--- src/rtl/frame_reader_pkg.sv ---
// shared constants for the video frame memory reader
package frame_reader_pkg;
    // register byte offsets
    localparam logic [7:0] CTRL_OFS = 8'h00;
    localparam logic [7:0] STATUS_OFS = 8'h04;
    localparam logic [7:0] IRQ_STAT_OFS = 8'h08;
    localparam logic [7:0] IRQ_MASK_OFS = 8'h0C;
    localparam logic [7:0] SELECT_OFS = 8'h10;
    localparam logic [7:0] IDENT_OFS = 8'h14;
    // frame location blocks: bit 6 set, bit 5 picks the location
    localparam logic [7:0] LOC0_BASE = 8'h40;
    localparam logic [7:0] LOC1_BASE = 8'h60;
    // field index (byte offset bits 4:2) inside a location block
    localparam logic [2:0] LOC_ADDR_IDX = 3'h0;
    localparam logic [2:0] LOC_WORDS_IDX = 3'h1;
    localparam logic [2:0] LOC_PATS_IDX = 3'h2;
    localparam logic [2:0] LOC_WIDTH_IDX = 3'h3;
    localparam logic [2:0] LOC_HEIGHT_IDX = 3'h4;
    localparam logic [2:0] LOC_ILACE_IDX = 3'h5;
    // field positions
    localparam int CTRL_GO_BIT = 0;
    localparam int STAT_BUSY_BIT = 0;
    localparam int STAT_LOC_BIT = 1;
    localparam int STAT_PAR_POS = 4;
    localparam int STAT_SEQ_POS = 8;
    localparam int IRQ_DONE_BIT = 0;
    // reset values
    localparam logic [31:0] REG_RST = 32'h0000_0000;
    localparam logic [15:0] DIM_RST = 16'h0000;
    localparam logic [3:0] ILACE_RST = 4'h0;
    // identity word, value arbitrary
    localparam logic [31:0] IDENT_VAL = 32'h0000_5A01;
    // stream packet types and control packet size
    localparam logic [3:0] TYPE_VIDEO = 4'h0;
    localparam logic [3:0] TYPE_CTRL = 4'hF;
    localparam int CTL_NIBBLES = 9;
    // axi responses
    localparam logic [1:0] RESP_OKAY = 2'h0;
    localparam logic [1:0] RESP_SLVERR = 2'h2;
    // reader states
    typedef enum logic [5:0] {
        S_IDLE = 6'h01,
        S_CTL = 6'h02,
        S_VHDR = 6'h04,
        S_REQ = 6'h08,
        S_WAIT = 6'h10,
        S_EMIT = 6'h20
    } rd_state_t;
endpackage

--- src/rtl/frame_reader.sv ---
// video frame memory reader: memory read master, video stream source, axi4-lite registers
// Notes on behaviour
// - fetch frame pixels from memory, stream them out
// - control packet, then video header, then pixels
// - control packet carries programmed width, height, interlace
// - planes and sample bits fixed; define beat
// - sequence count kept apart, beat unchanged
// - whole patterns per word; top bits ignored
// - lowest-order pattern of a word first
// - start at programmed address, ascending words
// - two frame locations, one selection register
// - one frame-done interrupt per video packet
// - width, height bounded; interlace takes any value
// - up to four parallel, three sequential planes
module frame_reader
    import frame_reader_pkg::*;
#(
    parameter int BPS = 8,
    parameter int PLANES = 3,
    parameter int SEQ = 1,
    parameter int DATA_W = 64,
    parameter logic [15:0] MAX_W = 16'd1920,
    parameter logic [15:0] MAX_H = 16'd1080
) (
    // clock and reset
    input wire logic clk_i,
    input wire logic srst_i,
    // axi4-lite slave
    input wire logic [7:0] s_axi_awaddr,
    input wire logic s_axi_awvalid,
    output logic s_axi_awready,
    input wire logic [31:0] s_axi_wdata,
    input wire logic [3:0] s_axi_wstrb,
    input wire logic s_axi_wvalid,
    output logic s_axi_wready,
    output logic [1:0] s_axi_bresp,
    output logic s_axi_bvalid,
    input wire logic s_axi_bready,
    input wire logic [7:0] s_axi_araddr,
    input wire logic s_axi_arvalid,
    output logic s_axi_arready,
    output logic [31:0] s_axi_rdata,
    output logic [1:0] s_axi_rresp,
    output logic s_axi_rvalid,
    input wire logic s_axi_rready,
    // memory read master
    output logic [31:0] mm_address_o,
    output logic mm_read_o,
    input wire logic mm_waitrequest_i,
    input wire logic [DATA_W-1:0] mm_readdata_i,
    input wire logic mm_readdatavalid_i,
    // video stream source
    output logic [PLANES*BPS-1:0] st_data_o,
    output logic st_valid_o,
    input wire logic st_ready_i,
    output logic st_sop_o,
    output logic st_eop_o,
    // interrupt
    output logic irq_o
);
    localparam int PAT_W = PLANES * BPS;
    localparam int PPW = DATA_W / PAT_W;
    localparam int CTL_BEATS = (CTL_NIBBLES + PLANES - 1) / PLANES;
    localparam logic [31:0] WORD_BYTES = 32'(DATA_W / 8);

    rd_state_t state_r;
    logic go_r, sel_r, sh_sel_r;
    logic [31:0] loc_addr_r [2];
    logic [31:0] loc_words_r [2];
    logic [31:0] loc_pats_r [2];
    logic [15:0] loc_w_r [2];
    logic [15:0] loc_h_r [2];
    logic [3:0] loc_il_r [2];
    logic [31:0] sh_addr_r, words_left_r, pats_left_r;
    logic [15:0] sh_w_r, sh_h_r;
    logic [3:0] sh_il_r;
    logic [DATA_W-1:0] word_r;
    logic [7:0] slot_r, ctl_beat_r;
    logic [31:0] irq_stat_r, irq_mask_r;
    logic [7:0] aw_addr_r;
    logic [31:0] w_data_r;
    logic [3:0] w_strb_r;
    logic aw_held_r, w_held_r;
    logic out_valid_r, out_sop_r, out_eop_r, out_vid_r;
    logic [PAT_W-1:0] out_data_r;

    // output stage can take a beat
    logic load, out_hs, frame_done, wr_go, rd_go, last_pat;
    logic [PAT_W-1:0] beat_data;
    logic beat_sop, beat_eop, beat_vid;
    logic [35:0] ctl_vec;
    assign load = !out_valid_r || st_ready_i;
    assign out_hs = out_valid_r && st_ready_i;
    assign frame_done = out_hs && out_eop_r && out_vid_r;
    assign ctl_vec = {sh_w_r, sh_h_r, sh_il_r};
    assign last_pat = (pats_left_r == 32'd1) ||
                      (slot_r == 8'(PPW - 1) && words_left_r == 32'd0);

    // beat builder: control nibbles per plane, headers, or a pattern
    always_comb begin
        beat_data = '0;
        beat_sop = 1'b0;
        beat_eop = 1'b0;
        beat_vid = 1'b0;
        case (state_r)
            S_CTL: begin
                beat_sop = (ctl_beat_r == 8'd0);
                beat_eop = (ctl_beat_r == 8'(CTL_BEATS));
                if (ctl_beat_r == 8'd0) begin
                    beat_data[3:0] = TYPE_CTRL;
                end else begin
                    for (int p = 0; p < PLANES; p++) begin
                        int k;
                        k = (int'(ctl_beat_r) - 1) * PLANES + p;
                        if (k < CTL_NIBBLES) begin
                            beat_data[p*BPS +: 4] = ctl_vec[35 - 4*k -: 4];
                        end
                    end
                end
            end
            S_VHDR: begin
                beat_sop = 1'b1;
                beat_vid = 1'b1;
                beat_data[3:0] = TYPE_VIDEO;
            end
            S_EMIT: begin
                beat_vid = 1'b1;
                beat_eop = last_pat;
                // low-order pattern first, unused top bits never selected
                beat_data = word_r[slot_r*PAT_W +: PAT_W];
            end
            default: begin
                beat_data = '0;
            end
        endcase
    end

    // registered stream output
    always_ff @(posedge clk_i) begin
        if (srst_i) begin
            out_valid_r <= 1'b0;
            out_sop_r <= 1'b0;
            out_eop_r <= 1'b0;
            out_vid_r <= 1'b0;
            out_data_r <= '0;
        end else if (load) begin
            out_valid_r <= state_r inside {S_CTL, S_VHDR, S_EMIT};
            out_sop_r <= beat_sop;
            out_eop_r <= beat_eop;
            out_vid_r <= beat_vid;
            out_data_r <= beat_data;
        end
    end
    assign st_data_o = out_data_r;
    assign st_valid_o = out_valid_r;
    assign st_sop_o = out_sop_r;
    assign st_eop_o = out_eop_r;

    // frame sequencer
    always_ff @(posedge clk_i) begin
        if (srst_i) begin
            state_r <= S_IDLE;
            ctl_beat_r <= 8'h00;
            slot_r <= 8'h00;
            word_r <= '0;
        end else begin
            case (state_r)
                S_IDLE: begin
                    ctl_beat_r <= 8'h00;
                    if (go_r) begin
                        state_r <= S_CTL;
                    end
                end
                S_CTL: begin
                    if (load) begin
                        ctl_beat_r <= ctl_beat_r + 8'h01;
                        if (ctl_beat_r == 8'(CTL_BEATS)) begin
                            state_r <= S_VHDR;
                        end
                    end
                end
                S_VHDR: begin
                    if (load) begin
                        state_r <= S_REQ;
                    end
                end
                S_REQ: begin
                    if (!mm_waitrequest_i) begin
                        state_r <= S_WAIT;
                    end
                end
                S_WAIT: begin
                    if (mm_readdatavalid_i) begin
                        word_r <= mm_readdata_i;
                        slot_r <= 8'h00;
                        state_r <= S_EMIT;
                    end
                end
                S_EMIT: begin
                    if (load) begin
                        if (last_pat) begin
                            state_r <= S_IDLE;
                        end else if (slot_r == 8'(PPW - 1)) begin
                            state_r <= S_REQ;
                        end else begin
                            slot_r <= slot_r + 8'h01;
                        end
                    end
                end
                default: begin
                    state_r <= S_IDLE;
                end
            endcase
        end
    end

    // per-frame snapshot of the selected location and counters
    always_ff @(posedge clk_i) begin
        if (srst_i) begin
            sh_sel_r <= 1'b0;
            sh_addr_r <= REG_RST;
            sh_w_r <= DIM_RST;
            sh_h_r <= DIM_RST;
            sh_il_r <= ILACE_RST;
            words_left_r <= REG_RST;
            pats_left_r <= REG_RST;
        end else if (state_r == S_IDLE && go_r) begin
            // latched only here, so a running frame never changes
            sh_sel_r <= sel_r;
            sh_addr_r <= loc_addr_r[sel_r];
            sh_w_r <= loc_w_r[sel_r];
            sh_h_r <= loc_h_r[sel_r];
            sh_il_r <= loc_il_r[sel_r];
            words_left_r <= (loc_words_r[sel_r] == 32'd0) ? 32'd1 : loc_words_r[sel_r];
            pats_left_r <= (loc_pats_r[sel_r] == 32'd0) ? 32'd1 : loc_pats_r[sel_r];
        end else begin
            if (state_r == S_REQ && !mm_waitrequest_i) begin
                sh_addr_r <= sh_addr_r + WORD_BYTES;
                words_left_r <= words_left_r - 32'd1;
            end
            if (state_r == S_EMIT && load) begin
                pats_left_r <= pats_left_r - 32'd1;
            end
        end
    end
    assign mm_read_o = (state_r == S_REQ);
    assign mm_address_o = sh_addr_r;

    // axi write path: address and data taken in either order
    assign s_axi_awready = !aw_held_r;
    assign s_axi_wready = !w_held_r;
    assign wr_go = aw_held_r && w_held_r && !s_axi_bvalid;
    always_ff @(posedge clk_i) begin
        if (srst_i) begin
            aw_held_r <= 1'b0;
            w_held_r <= 1'b0;
            aw_addr_r <= 8'h00;
            w_data_r <= REG_RST;
            w_strb_r <= 4'h0;
            s_axi_bvalid <= 1'b0;
            s_axi_bresp <= RESP_OKAY;
        end else begin
            if (s_axi_awvalid && !aw_held_r) begin
                aw_held_r <= 1'b1;
                aw_addr_r <= s_axi_awaddr;
            end
            if (s_axi_wvalid && !w_held_r) begin
                w_held_r <= 1'b1;
                w_data_r <= s_axi_wdata;
                w_strb_r <= s_axi_wstrb;
            end
            if (wr_go) begin
                aw_held_r <= 1'b0;
                w_held_r <= 1'b0;
                s_axi_bvalid <= 1'b1;
                s_axi_bresp <= (aw_addr_r[7:2] <= 6'h05 || aw_addr_r[6]) ?
                               RESP_OKAY : RESP_SLVERR;
            end else if (s_axi_bready) begin
                s_axi_bvalid <= 1'b0;
            end
        end
    end

    function automatic logic [31:0] merge(input logic [31:0] old, input logic [31:0] nw,
                                          input logic [3:0] strb);
        logic [31:0] res;
        res = old;
        for (int b = 0; b < 4; b++) begin
            if (strb[b]) begin
                res[8*b +: 8] = nw[8*b +: 8];
            end
        end
        return res;
    endfunction

    // register file writes
    logic [31:0] wm;
    logic wloc;
    assign wloc = aw_addr_r[5];
    assign wm = merge(REG_RST, w_data_r, w_strb_r);
    always_ff @(posedge clk_i) begin
        if (srst_i) begin
            go_r <= 1'b0;
            sel_r <= 1'b0;
            irq_mask_r <= REG_RST;
            for (int i = 0; i < 2; i++) begin
                loc_addr_r[i] <= REG_RST;
                loc_words_r[i] <= REG_RST;
                loc_pats_r[i] <= REG_RST;
                loc_w_r[i] <= DIM_RST;
                loc_h_r[i] <= DIM_RST;
                loc_il_r[i] <= ILACE_RST;
            end
        end else if (wr_go) begin
            if (aw_addr_r[6]) begin
                case (aw_addr_r[4:2])
                    LOC_ADDR_IDX: loc_addr_r[wloc] <= merge(loc_addr_r[wloc], w_data_r, w_strb_r);
                    LOC_WORDS_IDX: loc_words_r[wloc] <= merge(loc_words_r[wloc], w_data_r, w_strb_r);
                    LOC_PATS_IDX: loc_pats_r[wloc] <= merge(loc_pats_r[wloc], w_data_r, w_strb_r);
                    LOC_WIDTH_IDX: loc_w_r[wloc] <= (wm[15:0] > MAX_W) ? MAX_W : wm[15:0];
                    LOC_HEIGHT_IDX: loc_h_r[wloc] <= (wm[15:0] > MAX_H) ? MAX_H : wm[15:0];
                    LOC_ILACE_IDX: loc_il_r[wloc] <= wm[3:0];
                    default: begin
                    end
                endcase
            end else begin
                case ({aw_addr_r[7:2], 2'b00})
                    CTRL_OFS: go_r <= w_strb_r[0] ? w_data_r[CTRL_GO_BIT] : go_r;
                    SELECT_OFS: sel_r <= w_strb_r[0] ? w_data_r[0] : sel_r;
                    IRQ_MASK_OFS: irq_mask_r <= merge(irq_mask_r, w_data_r, w_strb_r);
                    default: begin
                    end
                endcase
            end
        end
    end

    // axi read path, reading the status of interrupts clears it
    assign s_axi_arready = !s_axi_rvalid;
    assign rd_go = s_axi_arvalid && !s_axi_rvalid;
    always_ff @(posedge clk_i) begin
        if (srst_i) begin
            s_axi_rvalid <= 1'b0;
            s_axi_rdata <= REG_RST;
            s_axi_rresp <= RESP_OKAY;
        end else if (rd_go) begin
            s_axi_rvalid <= 1'b1;
            s_axi_rresp <= RESP_OKAY;
            s_axi_rdata <= REG_RST;
            if (s_axi_araddr[6]) begin
                case (s_axi_araddr[4:2])
                    LOC_ADDR_IDX: s_axi_rdata <= loc_addr_r[s_axi_araddr[5]];
                    LOC_WORDS_IDX: s_axi_rdata <= loc_words_r[s_axi_araddr[5]];
                    LOC_PATS_IDX: s_axi_rdata <= loc_pats_r[s_axi_araddr[5]];
                    LOC_WIDTH_IDX: s_axi_rdata <= {16'h0000, loc_w_r[s_axi_araddr[5]]};
                    LOC_HEIGHT_IDX: s_axi_rdata <= {16'h0000, loc_h_r[s_axi_araddr[5]]};
                    LOC_ILACE_IDX: s_axi_rdata <= {28'h0000000, loc_il_r[s_axi_araddr[5]]};
                    default: s_axi_rresp <= RESP_SLVERR;
                endcase
            end else begin
                case ({s_axi_araddr[7:2], 2'b00})
                    CTRL_OFS: s_axi_rdata <= {31'h0, go_r};
                    STATUS_OFS: begin
                        s_axi_rdata[STAT_BUSY_BIT] <= (state_r != S_IDLE);
                        s_axi_rdata[STAT_LOC_BIT] <= sh_sel_r;
                        s_axi_rdata[STAT_PAR_POS +: 4] <= 4'(PLANES);
                        s_axi_rdata[STAT_SEQ_POS +: 4] <= 4'(SEQ);
                    end
                    IRQ_STAT_OFS: s_axi_rdata <= irq_stat_r;
                    IRQ_MASK_OFS: s_axi_rdata <= irq_mask_r;
                    SELECT_OFS: s_axi_rdata <= {31'h0, sel_r};
                    IDENT_OFS: s_axi_rdata <= IDENT_VAL;
                    default: s_axi_rresp <= RESP_SLVERR;
                endcase
            end
        end else if (s_axi_rready) begin
            s_axi_rvalid <= 1'b0;
        end
    end

    // sticky frame-done flag, set wins over read clear
    logic stat_rd;
    assign stat_rd = rd_go && !s_axi_araddr[6] && s_axi_araddr[5:2] == IRQ_STAT_OFS[5:2];
    always_ff @(posedge clk_i) begin
        if (srst_i) begin
            irq_stat_r <= REG_RST;
        end else if (frame_done) begin
            irq_stat_r[IRQ_DONE_BIT] <= 1'b1;
        end else if (stat_rd) begin
            irq_stat_r <= REG_RST;
        end
    end
    assign irq_o = |(irq_stat_r & irq_mask_r);
endmodule

--- config.mk ---
export PLATFORM = sky130hd
export DESIGN_NAME = frame_reader
export DESIGN_NICKNAME = d
export VERILOG_FILES = /design/src/rtl/frame_reader_pkg.sv /design/src/rtl/frame_reader.sv
export SDC_FILE = /design/constraint.sdc
export NUM_CORES = 1
export LEC_CHECK = 0
export ABC_AREA = 1
export BUFFER_PORTS_ARGS = -buffer_cell sky130_fd_sc_hd__buf_2
export CAP_MARGIN = 30
export CORE_MARGIN = 4
export CORE_UTILIZATION = 30
export CTS_CLUSTER_SIZE = 14
export DETAILED_ROUTE_END_ITERATION = 10
export PLACE_DENSITY_LB_ADDON = 0.25
export SLEW_MARGIN = 20
export SYNTH_ARGS = -nofsm -noshare
export SYNTH_HDL_FRONTEND = slang
export SYNTH_SLANG_ARGS = --single-unit
--- constraint.sdc ---
create_clock -name clk_i -period 6.5 [get_ports clk_i]
set_input_delay 1.95 -clock clk_i [delete_from_list [all_inputs] [get_ports clk_i]]
set_output_delay 1.95 -clock clk_i [all_outputs]
set_load 0.02 [all_outputs]
Word level (Yosys, flattened, before mapping)

Memory sizes are Yosys's and may differ from the RTL's. A register that Yosys moved wholly into a read port is not among the register bits.
Cells that the tools add are included.

Add/sub/neg operators: 11
Multipliers: 2
Magnitude comparators: 6
Eq/ne operators: 50
Shift-type cells: 4
Mux-type cells: 176
Bitwise operators: 2
Reduce and logical (&&, ||, !) cells: 73

Operators by type and width:

| operator              | count |
|---|---|
| $mux 8                | 67 |
| $mux 32               | 12 |
| $pmux 32 s6           | 1 |
| $reduce_or 32->1      | 4 |
| $logic_not 32->1      | 3 |
| $shiftx 39x32->4      | 2 |
| $mux 16               | 4 |
| $shiftx 64x14->24     | 1 |
| $sub 32x1->32 const B | 2 |
| $ne 5x5->1 const B    | 12 |
| $mux 1                | 54 |
| $mux 6                | 9 |
| $mux 4                | 13 |
| $pmux 20 s2           | 1 |
| $shiftx 39x16->4      | 1 |
| $pmux 6 s6            | 1 |
| $add 32x4->32 const B | 1 |
| $and 1x32->32         | 1 |
| $eq 32x1->1 const B   | 1 |
| $gt 16x11->1 const B  | 2 |
| $lt 32x5->1 const B   | 1 |
| $pmux 8 s2            | 2 |
| $reduce_or 16->1      | 2 |
| $sub 7x32->32 const A | 1 |
| 47 further kinds      | 126 |

Flip-flop bits (word level): 330
Bits in writable memories: 264
Input bits: 126
Output and inout port bits: 102
Word-level logic and storage cells: 360
Memories kept: 6

Memory list:

| memory      | words | bits a word | read ports | clocked after Yosys merged registers in | wr ports | line               | RTL |
|---|---|---|---|---|---|---|---|
| loc_addr_r  | 2     | 32          | 2          | 1                                       | 2        | frame_reader.sv:68 | `logic [31:0] loc_addr_r [2];` |
| loc_pats_r  | 2     | 32          | 2          | 1                                       | 2        | frame_reader.sv:70 | `logic [31:0] loc_pats_r [2];` |
| loc_words_r | 2     | 32          | 2          | 1                                       | 2        | frame_reader.sv:69 | `logic [31:0] loc_words_r [2];` |
| loc_h_r     | 2     | 16          | 2          | 1                                       | 2        | frame_reader.sv:72 | `logic [15:0] loc_h_r [2];` |
| loc_w_r     | 2     | 16          | 2          | 1                                       | 2        | frame_reader.sv:71 | `logic [15:0] loc_w_r [2];` |
| loc_il_r    | 2     | 4           | 2          | 1                                       | 2        | frame_reader.sv:73 | `logic [3:0] loc_il_r [2];` |

Depth between registers and ports, before layout

Gate-level depths: netlist of run 1.

Word-level depth: 9
Mapped depth: 27
Mapped depth without buffers: 25

Least setup slack after synthesis of run 1

No wires, ideal clock.

Path type: reg-to-reg
Start: reg ctl_beat_r[0]
End: reg out_data_r[11] (netlist: st_data_o[11])
Library setup time: 0.070 ns
Arrival: 4.050 ns
Data required time: 6.430 ns
Path slack: 2.380 ns
Cell stages (with the launch flop): 21
Buffers on the path: 5
Clock period less this slack: 4.120 ns
Cell sequence: dfxtp_1 > buf_4 > inv_2 > clkbuf_1 > ha_1 > buf_2 > inv_2 > clkbuf_1 > ha_1 > ha_1 > fa_1 > buf_2 > inv_1 > nor2_1 > xnor2_1 > o21ai_0 > xor2_1 > nand2_1 > nor2_1 > nand2_1 > a21oi_1

Word-level cells in the longest chain between the ends: 8
Elaborated cells between the ends (all ways): 10
Those cells by class: add/sub: 3; mul: 1; order compare: 1; shift: 1; mux: 3; reduce/logical: 1

Ends and longest elaborated chain:

| element                  | line                | RTL |
|---|---|---|
| start: declaration       | frame_reader.sv:78  | `logic [7:0] slot_r, ctl_beat_r;` |
| start signal: assignment | frame_reader.sv:176 | `ctl_beat_r <= ctl_beat_r + 8'h01;` |
| $sub 8x1->9              | frame_reader.sv:114 | `k = (int'(ctl_beat_r) - 1) * PLANES + p;` |
| $mul 9x3->12             | frame_reader.sv:114 |  |
| $add 12x2->13            | frame_reader.sv:114 |  |
| $sub 7x32->32            | frame_reader.sv:116 | `beat_data[p*BPS +: 4] = ctl_vec[35 - 4*k -: 4];` |
| $shiftx 39x32->4         | frame_reader.sv:116 |  |
| $mux 4                   | frame_reader.sv:115 | `if (k < CTL_NIBBLES) begin` |
| $mux 4 *                 | frame_reader.sv:109 | `if (ctl_beat_r == 8'd0) begin` |
| $pmux 4 s2 *             | frame_reader.sv:105 | `case (state_r)` |
| end signal: assignment   | frame_reader.sv:151 | `out_data_r <= beat_data;` |
| end: declaration         | frame_reader.sv:85  | `logic [PAT_W-1:0] out_data_r;` |

Mark *: on every way between the ends. The rest lies on a longest branch, timed or not.
A chain may end at the register's enable or synchronous reset.

Worst setup path after layout of run 1

Start: reg ctl_beat_r[0]
End: reg out_data_r[10] (netlist: st_data_o[10])

Same word-level chain as after synthesis.

==> results of run 1 <==
synthesized netlist by cell type (12+ instances only):
cell / number / area [µm²]
xor2_1: 41 / 359
clkinv_1: 12 / 45.0
clkbuf_1: 164 / 616
o22ai_1: 12 / 75.1
dfxtp_1: 363 / 7270
nor2_1: 587 / 2200
a21oi_1: 429 / 2150
nor4_1: 21 / 131
nand4_1: 47 / 294
o211ai_1: 50 / 375
a211oi_1: 22 / 165
a22o_1: 14 / 123
nor3_1: 35 / 175
edfxtp_1: 264 / 7930
or2_2: 22 / 138
a31oi_1: 58 / 363
o21ai_0: 484 / 2420
nand2_1: 789 / 2960
xnor2_1: 16 / 140
nor2_2: 12 / 75.1
nand3_1: 141 / 706
nand3_2: 26 / 260
buf_2: 38 / 190
inv_2: 12 / 45.0
ha_1: 29 / 363
mux2i_1: 17 / 170
buf_4: 12 / 90.1
inv_1: 412 / 1550
cell type report:
| class | count | area (µm²) | share of cell area (%) |
|---|---|---|---|
| inverter | 437 | 1650 | 4.43 |
| tap | 1403 | 1760 | 4.71 |
| antenna | 5 | 12.5 | 0.0335 |
| clock inverter | 34 | 347 | 0.929 |
| timing repair buffer | 263 | 1510 | 4.04 |
| sequential | 627 | 15200 | 40.7 |
| clock buffer | 101 | 2090 | 5.59 |
| multi-input combinational | 2983 | 14700 | 39.5 |
power by group through the flow:
stage	Clock (mW)	Sequential, mW	Combinational [mW]
floorplan	0	4.43	4.60
CTS	4.30	4.35	6.04
global route	4.45	4.37	6.89
global placement	0	4.43	6.02
finish	4.22	4.35	6.09
detailed placement	0	4.43	6.00
per-layer routing:
metal,vias up,GRT usage [%],routed length [µm],share of wire [%]
met3,147,4.44,9800,8.4
met5,-,0,13,0.011
met2,1037,30.6,50900,44
li1,14612,-,-,-
met4,2,4.93,2350,2.0
met1,14162,28.4,53600,46
metrics by stage:
stage	utilization (%)	instance area [µm²]	hold slack, ns	power [mW]	std cells
2_1_floorplan	-	32500	0.424	9.04	4275
3_3_place_gp	32.4	34700	0.435	10.5	5705
3_5_place_dp	32.5	34800	0.442	10.4	5709
4_1_cts	34.7	37200	0.451	14.7	5844
5_1_grt	34.8	37300	0.469	15.7	5850
6_report	34.8	37300	0.452	14.7	5853
placed cells by master, fill, tap and decap left out, types with 41 or more instances in the layout:
master	n
xor2_1	41
inv_1	410
a21oi_1	429
o211ai_1	50
a31oi_1	58
nor2_1	586
nand3_1	141
clkbuf_16	74
o21ai_0	483
nand2_1	788
dfxtp_1	360
nand4_1	47
edfxtp_1	264
buf_2	220
worst max-delay path: cells and delay by family (launching register included):
kind / cells / cell delay [ns]
AND/OR/NAND/NOR: 4 / 0.61
buffers and inverters: 3 / 0.63
AO/OA/AOI/OAI: 1 / 0.13
adder cells (fa/ha/maj): 4 / 1.79
flip-flops: 1 / 0.34
XOR/XNOR: 3 / 1.21
flip-flops by register name, summed over array words and instances, names as in the netlist, 8 cells and up, named ones only:
name / cells
loc_words_r: 64
loc_addr_r: 64
word_r: 64
sh_h_r: 16
s_axi_rdata: 32
loc_w_r: 32
irq_mask_r: 32
pats_left_r: 32
sh_w_r: 16
ctl_beat_r: 8
loc_h_r: 32
slot_r: 8
st_data_o: 24
loc_pats_r: 64
w_data_r: 32
mm_address_o: 32
words_left_r: 32
loc_il_r: 8
how the worst max path moves through the flow:
stage | cells after the start | end
floorplan | 20 | st_data_o[11]$_SDFFE_PP0P_
global placement | 19 | st_data_o[9]$_SDFFE_PP0P_
detailed placement | 19 | st_data_o[19]$_SDFFE_PP0P_
CTS | 19 | st_data_o[19]$_SDFFE_PP0P_
global route | 19 | st_data_o[10]$_SDFFE_PP0P_
finish | 15 | st_data_o[10]$_SDFFE_PP0P_
cells by family after synthesis:
| family | Yosys count |
|---|---|
| flip-flops | 627 |
| buffers and inverters | 665 |
| other | 1 |
| AND/OR/NAND/NOR | 1722 |
| XOR/XNOR | 57 |
| adder cells (fa/ha/maj) | 30 |
| AO/OA/AOI/OAI | 1135 |
| multiplexers | 17 |
==> results.tsv, run 1 <==
metric	value	unit
drt wl/cell	19.9	µm
P_sw	6.12	mW
crit-path max FO	19	
Setup TNS Final	0	ns
crit path launch type	flip-flop	
Unique masters post-synth	73	
Max VDD drop	0.000350	V
clock tree buffer depth	3	
vias after detailed routing	29960	
CP peak stage delay	0.76	ns
pwr dens	393	nW/µm²
final setup violating endpoints	0	
max-slew violations	0	
Placement Setup Slack	1.83	ns
worst r2r src	ctl_beat_r[0]$_SDFFE_PP0P_	
Final Cycle Share	73.5	%
Core Box Area	107000	µm²
Yosys warnings	0	
Fmax	209	MHz
cells on worst reg2reg path	15	
Clock Power Share	28.8	%
vias in the first global route	27704	
CTS Root Cell	clkbuf_16	
syn_area_per_cell	7.63	µm²
Hold-fix buffers, CTS	0	
worst-margin pin slew	1.09	ns
Post-Synth XOR/XNOR Area	1.54	%
Synth Area in Compound Gates	19.2	%
Total GRT Usage	19.9	%
CTS Buf Count	73	
first-pass GRT wire length	174000	µm
initial DRC count	2944	
Flop pwr share	29.7	%
Cell Chain, Critical Path	inv_2, ha_1, inv_2, ha_1, ha_1, fa_1, xor2_1, inv_2, nor2_1, xnor2_1, xor2_1, nand2_1, nor2_1, nand2_1, a21oi_1	
Slew headroom	26.4	%
RR Endpoint	st_data_o[10]$_SDFFE_PP0P_	
Hold Path Origin	word_r[52]$_SDFFE_PP0P_	
initial antenna violation count	15	
WS Path Type	flip-flop to flip-flop	
FF+latch count, synth	627	
Clock Skew	0.0333	ns
cts repair resizes	0	
Mapped Cells	4254	
CTS tree	done	
Max-Cap Viols	0	
Residual DRC	0	
largest net degree at the start of global routing	178	
Hold Vio Cnt, Final	0	
post-synthesis mux area share	0.524	%
Worst Setup SP	ctl_beat_r[0]$_SDFFE_PP0P_	
clk slew on worst S/H paths	0.06	ns
DP Wirelength	83300	µm
initial core utilization	30.3	%
final net count	4541	
Cell Area, Synth	32500	µm²
Avg Vias per Cell	5.12	
sequential area share after synthesis	46.8	%
largest family of logic cells by synthesized area	simple AND/OR/NAND/NOR gates	
grt total ovfl	0	
Hold Path Cell Cnt	2	
Crit path required time	7.06	ns
status	complete, no violations	
Filler Cells Inserted	11426	
port bufs	221	
fraction of registers with async set/reset	0	%
crit path DAT	5.34	ns
Leak	14.8	nW
Chip Height	337	µm
Final min period	4.78	ns
Switching Fraction	41.7	%
final wirelength	117000	µm
synthesized-area fraction occupied by adder cells	1.18	%
top_reg_cell synth	dfxtp_1	
DIE WIDTH	337	µm
Simple-Gate Fraction of Synth Area	22.6	%
CTS sink cnt	627	
H-tree depth	3	
combinational power share	41.5	%
Die Area	114000	µm²
RSZ-0062 raised after global routing	no	
setup bufs post-CTS	0	
Clk Latency, worst-skew pair	0.65	ns
CP Capture Type	flip-flop	
Pint	8.54	mW
row cnt	120	
TritonRoute pass-1 iters	6	
DRT antenna net count	0	
EDFF count, synth	264	
I/O pins	228	
gpl congestion	0.895	
CP max stage cell	ha_1	
reg2reg setup slack	1.72	ns
hold worst-path end	word_r[52]$_SDFFE_PP0P_	
Area Overhead vs Synth	14.9	%
Hold Crit Class	flip-flop to flip-flop	
share of layout cells above drive strength 1	11.0	%
Final Worst Setup Slack	1.72	ns
Note: power is estimated with default switching activity, not from simulation.
==> inputs of run 2 (changes only) <==
Clock period 6.5 ns to 4.6 ns, I/O delays scaled along.
==> results.tsv, run 2 (synthesis gave the netlist of run 1 again) <==
metric	value	unit	change
Max VDD drop	0.000522	V	+49%
crit path launch type	flip-flop		
final setup violating endpoints	0		unchanged
clock tree buffer depth	3		unchanged
Chip Height	337	µm	unchanged
Area Overhead vs Synth	16.5	%	
Max-Cap Viols	0		unchanged
pwr dens	554	nW/µm²	+41%
gpl congestion	0.891		-0.49%
Leak	15.1	nW	+1.8%
GR Util met2	31.5	%	+0.81 points
CP max stage cell	fa_1		
cts repair resizes	0		unchanged
reg2reg setup slack	0.58	ns	-1.14 ns
Residual DRC	0		unchanged
DP Wirelength	85800	µm	+3.0%
CTS Buf Count	74		+1.4%
TritonRoute pass-1 iters	6		unchanged
Worst path top cell family by delay	adder cells		
RSZ-0062 raised after global routing	no		
clk slew on worst S/H paths	0.06	ns	about the same
CP Capture Type	flip-flop		
final wirelength	119000	µm	+1.6%
vias in the first global route	28035		+1.2%
port bufs	221		unchanged
Avg Vias per Cell	5.12		about the same
Setup TNS Final	0	ns	unchanged
status	complete, no violations		
Final Worst Setup Slack	0.577	ns	-1.14 ns
CTS Root Cell	clkbuf_16		
crit-path max FO	8		-11
max-slew violations	0		unchanged
Hold-fix buffers, CTS	0		unchanged
RR Endpoint	st_data_o[8]$_SDFFE_PP0P_		
crit path to	st_data_o[8]$_SDFFE_PP0P_		
Final Cycle Share	87.4	%	+14 points
Hold Crit Class	flip-flop to flip-flop		
Placement Setup Slack	0.616	ns	-1.21 ns
grt total ovfl	0		unchanged
initial core utilization	30.3	%	unchanged
worst r2r src	ctl_beat_r[1]$_SDFFE_PP0P_		
I/O pins	228		unchanged
DRT antenna net count	0		unchanged
largest net degree at the start of global routing	103		-42%
Total GRT Usage	20.2	%	+0.27 points
busiest layer in global routing	met2		
Slew headroom	30.0	%	+3.5 points
final net count	4592		+1.1%
initial DRC count	2851		-3.2%
Cell Chain, Critical Path	inv_1, ha_1, xor2_1, ha_1, ha_1, fa_1, inv_1, nor2_1, xnor2_1, o21ai_0, xor2_1, nand2_1, nor2_1, nand2_1, a21oi_1		
Clk Latency, worst-skew pair	0.64	ns	about the same
critical path's most frequent cell	ha_1		
cells on worst reg2reg path	15		unchanged
Final min period	4.02	ns	-0.756 ns
CTS sink cnt	627		unchanged
Hold Path Origin	word_r[53]$_SDFFE_PP0P_		
first-pass GRT wire length	176000	µm	+1.2%
commonest non-fill, non-tap cell in the layout	nand2_1		
Worst Setup SP	ctl_beat_r[1]$_SDFFE_PP0P_		
Die Area	114000	µm²	unchanged
Filler Cells Inserted	11380		-0.40%
DIE WIDTH	337	µm	unchanged
met1 Use GR	29.1	%	+0.76 points
CP Buf/Inv Count	2		-1
commonest non-fill, non-tap cells in the layout	nand2_1, nor2_1, o21ai_0		
worst-margin pin slew	1.04	ns	-0.0525 ns
WS Path Type	flip-flop to flip-flop		
Crit path required time	5.15	ns	-1.91 ns
CTS tree	done		
M3 GR Usage	3.87	%	-0.57 points
crit path DAT	4.57	ns	-0.77 ns
Worst path depth	15		unchanged
CP peak stage delay	0.68	ns	-0.08 ns
row cnt	120		unchanged
vias after detailed routing	30224		+0.88%
Core Box Area	107000	µm²	unchanged
initial antenna violation count	12		-3
Fmax	249	MHz	+19%
Clock Skew	0.0294	ns	-0.00387 ns
share of layout cells above drive strength 1	12.1	%	+1.1 points
drt wl/cell	20.1	µm	+0.76%
setup bufs post-CTS	0		unchanged
Hold Vio Cnt, Final	0		unchanged
H-tree depth	3		unchanged
fin util	35.3	%	+0.47 points
-- run 2: power by group --
part | internal (mW) | switching (mW)
Combinational | 2.68 | 5.93
Sequential | 6.00 | 0.147
Clock | 3.62 | 2.55
Total | 12.3 | 8.62
-- run 2: worst min path at each step --
stage / slack (ns) / endpoint / cells after the start
2_1_floorplan: 0.42 / irq_mask_r[2]$_SDFFE_PP0P_ / 2
3_3_place_gp: 0.43 / word_r[54]$_SDFFE_PP0P_ / 2
3_5_place_dp: 0.44 / word_r[54]$_SDFFE_PP0P_ / 2
4_1_cts: 0.45 / word_r[54]$_SDFFE_PP0P_ / 2
5_1_grt: 0.47 / word_r[53]$_SDFFE_PP0P_ / 2
6_report: 0.45 / word_r[53]$_SDFFE_PP0P_ / 2
-- run 2: layout make-up --
class	count	area, µm²	area share, %
antenna	1	2.50	0.00662
clock inverter	38	458	1.21
multi-input combinational	2983	14700	39.0
inverter	437	1650	4.37
sequential	627	15200	40.2
clock buffer	100	2090	5.53
tap	1403	1760	4.64
timing repair buffer	313	1900	5.03
-- run 2: tightest hold or removal path, stage by stage, from the launching register on --
cell,delay [ns]
dfxtp_1,0.29
inv_1,0.05
a21oi_1,0.05
-- run 2: through the flow --
stage / instances / hold WS, ns / power [mW] / cell area (µm²)
floorplan: 4275 / 0.424 / 12.8 / 32500
global placement: 5760 / 0.433 / 14.8 / 35200
detailed placement: 5762 / 0.440 / 14.8 / 35200
CTS: 5900 / 0.448 / 21.0 / 37800
global route: 5901 / 0.473 / 22.4 / 37800
finish: 5902 / 0.447 / 20.9 / 37800
-- run 2: layer usage --
layer,up-vias,routed length (µm)
met5,-,34
met4,6,2190
met3,155,9090
met2,1033,52200
met1,14333,55000
li1,14697,-
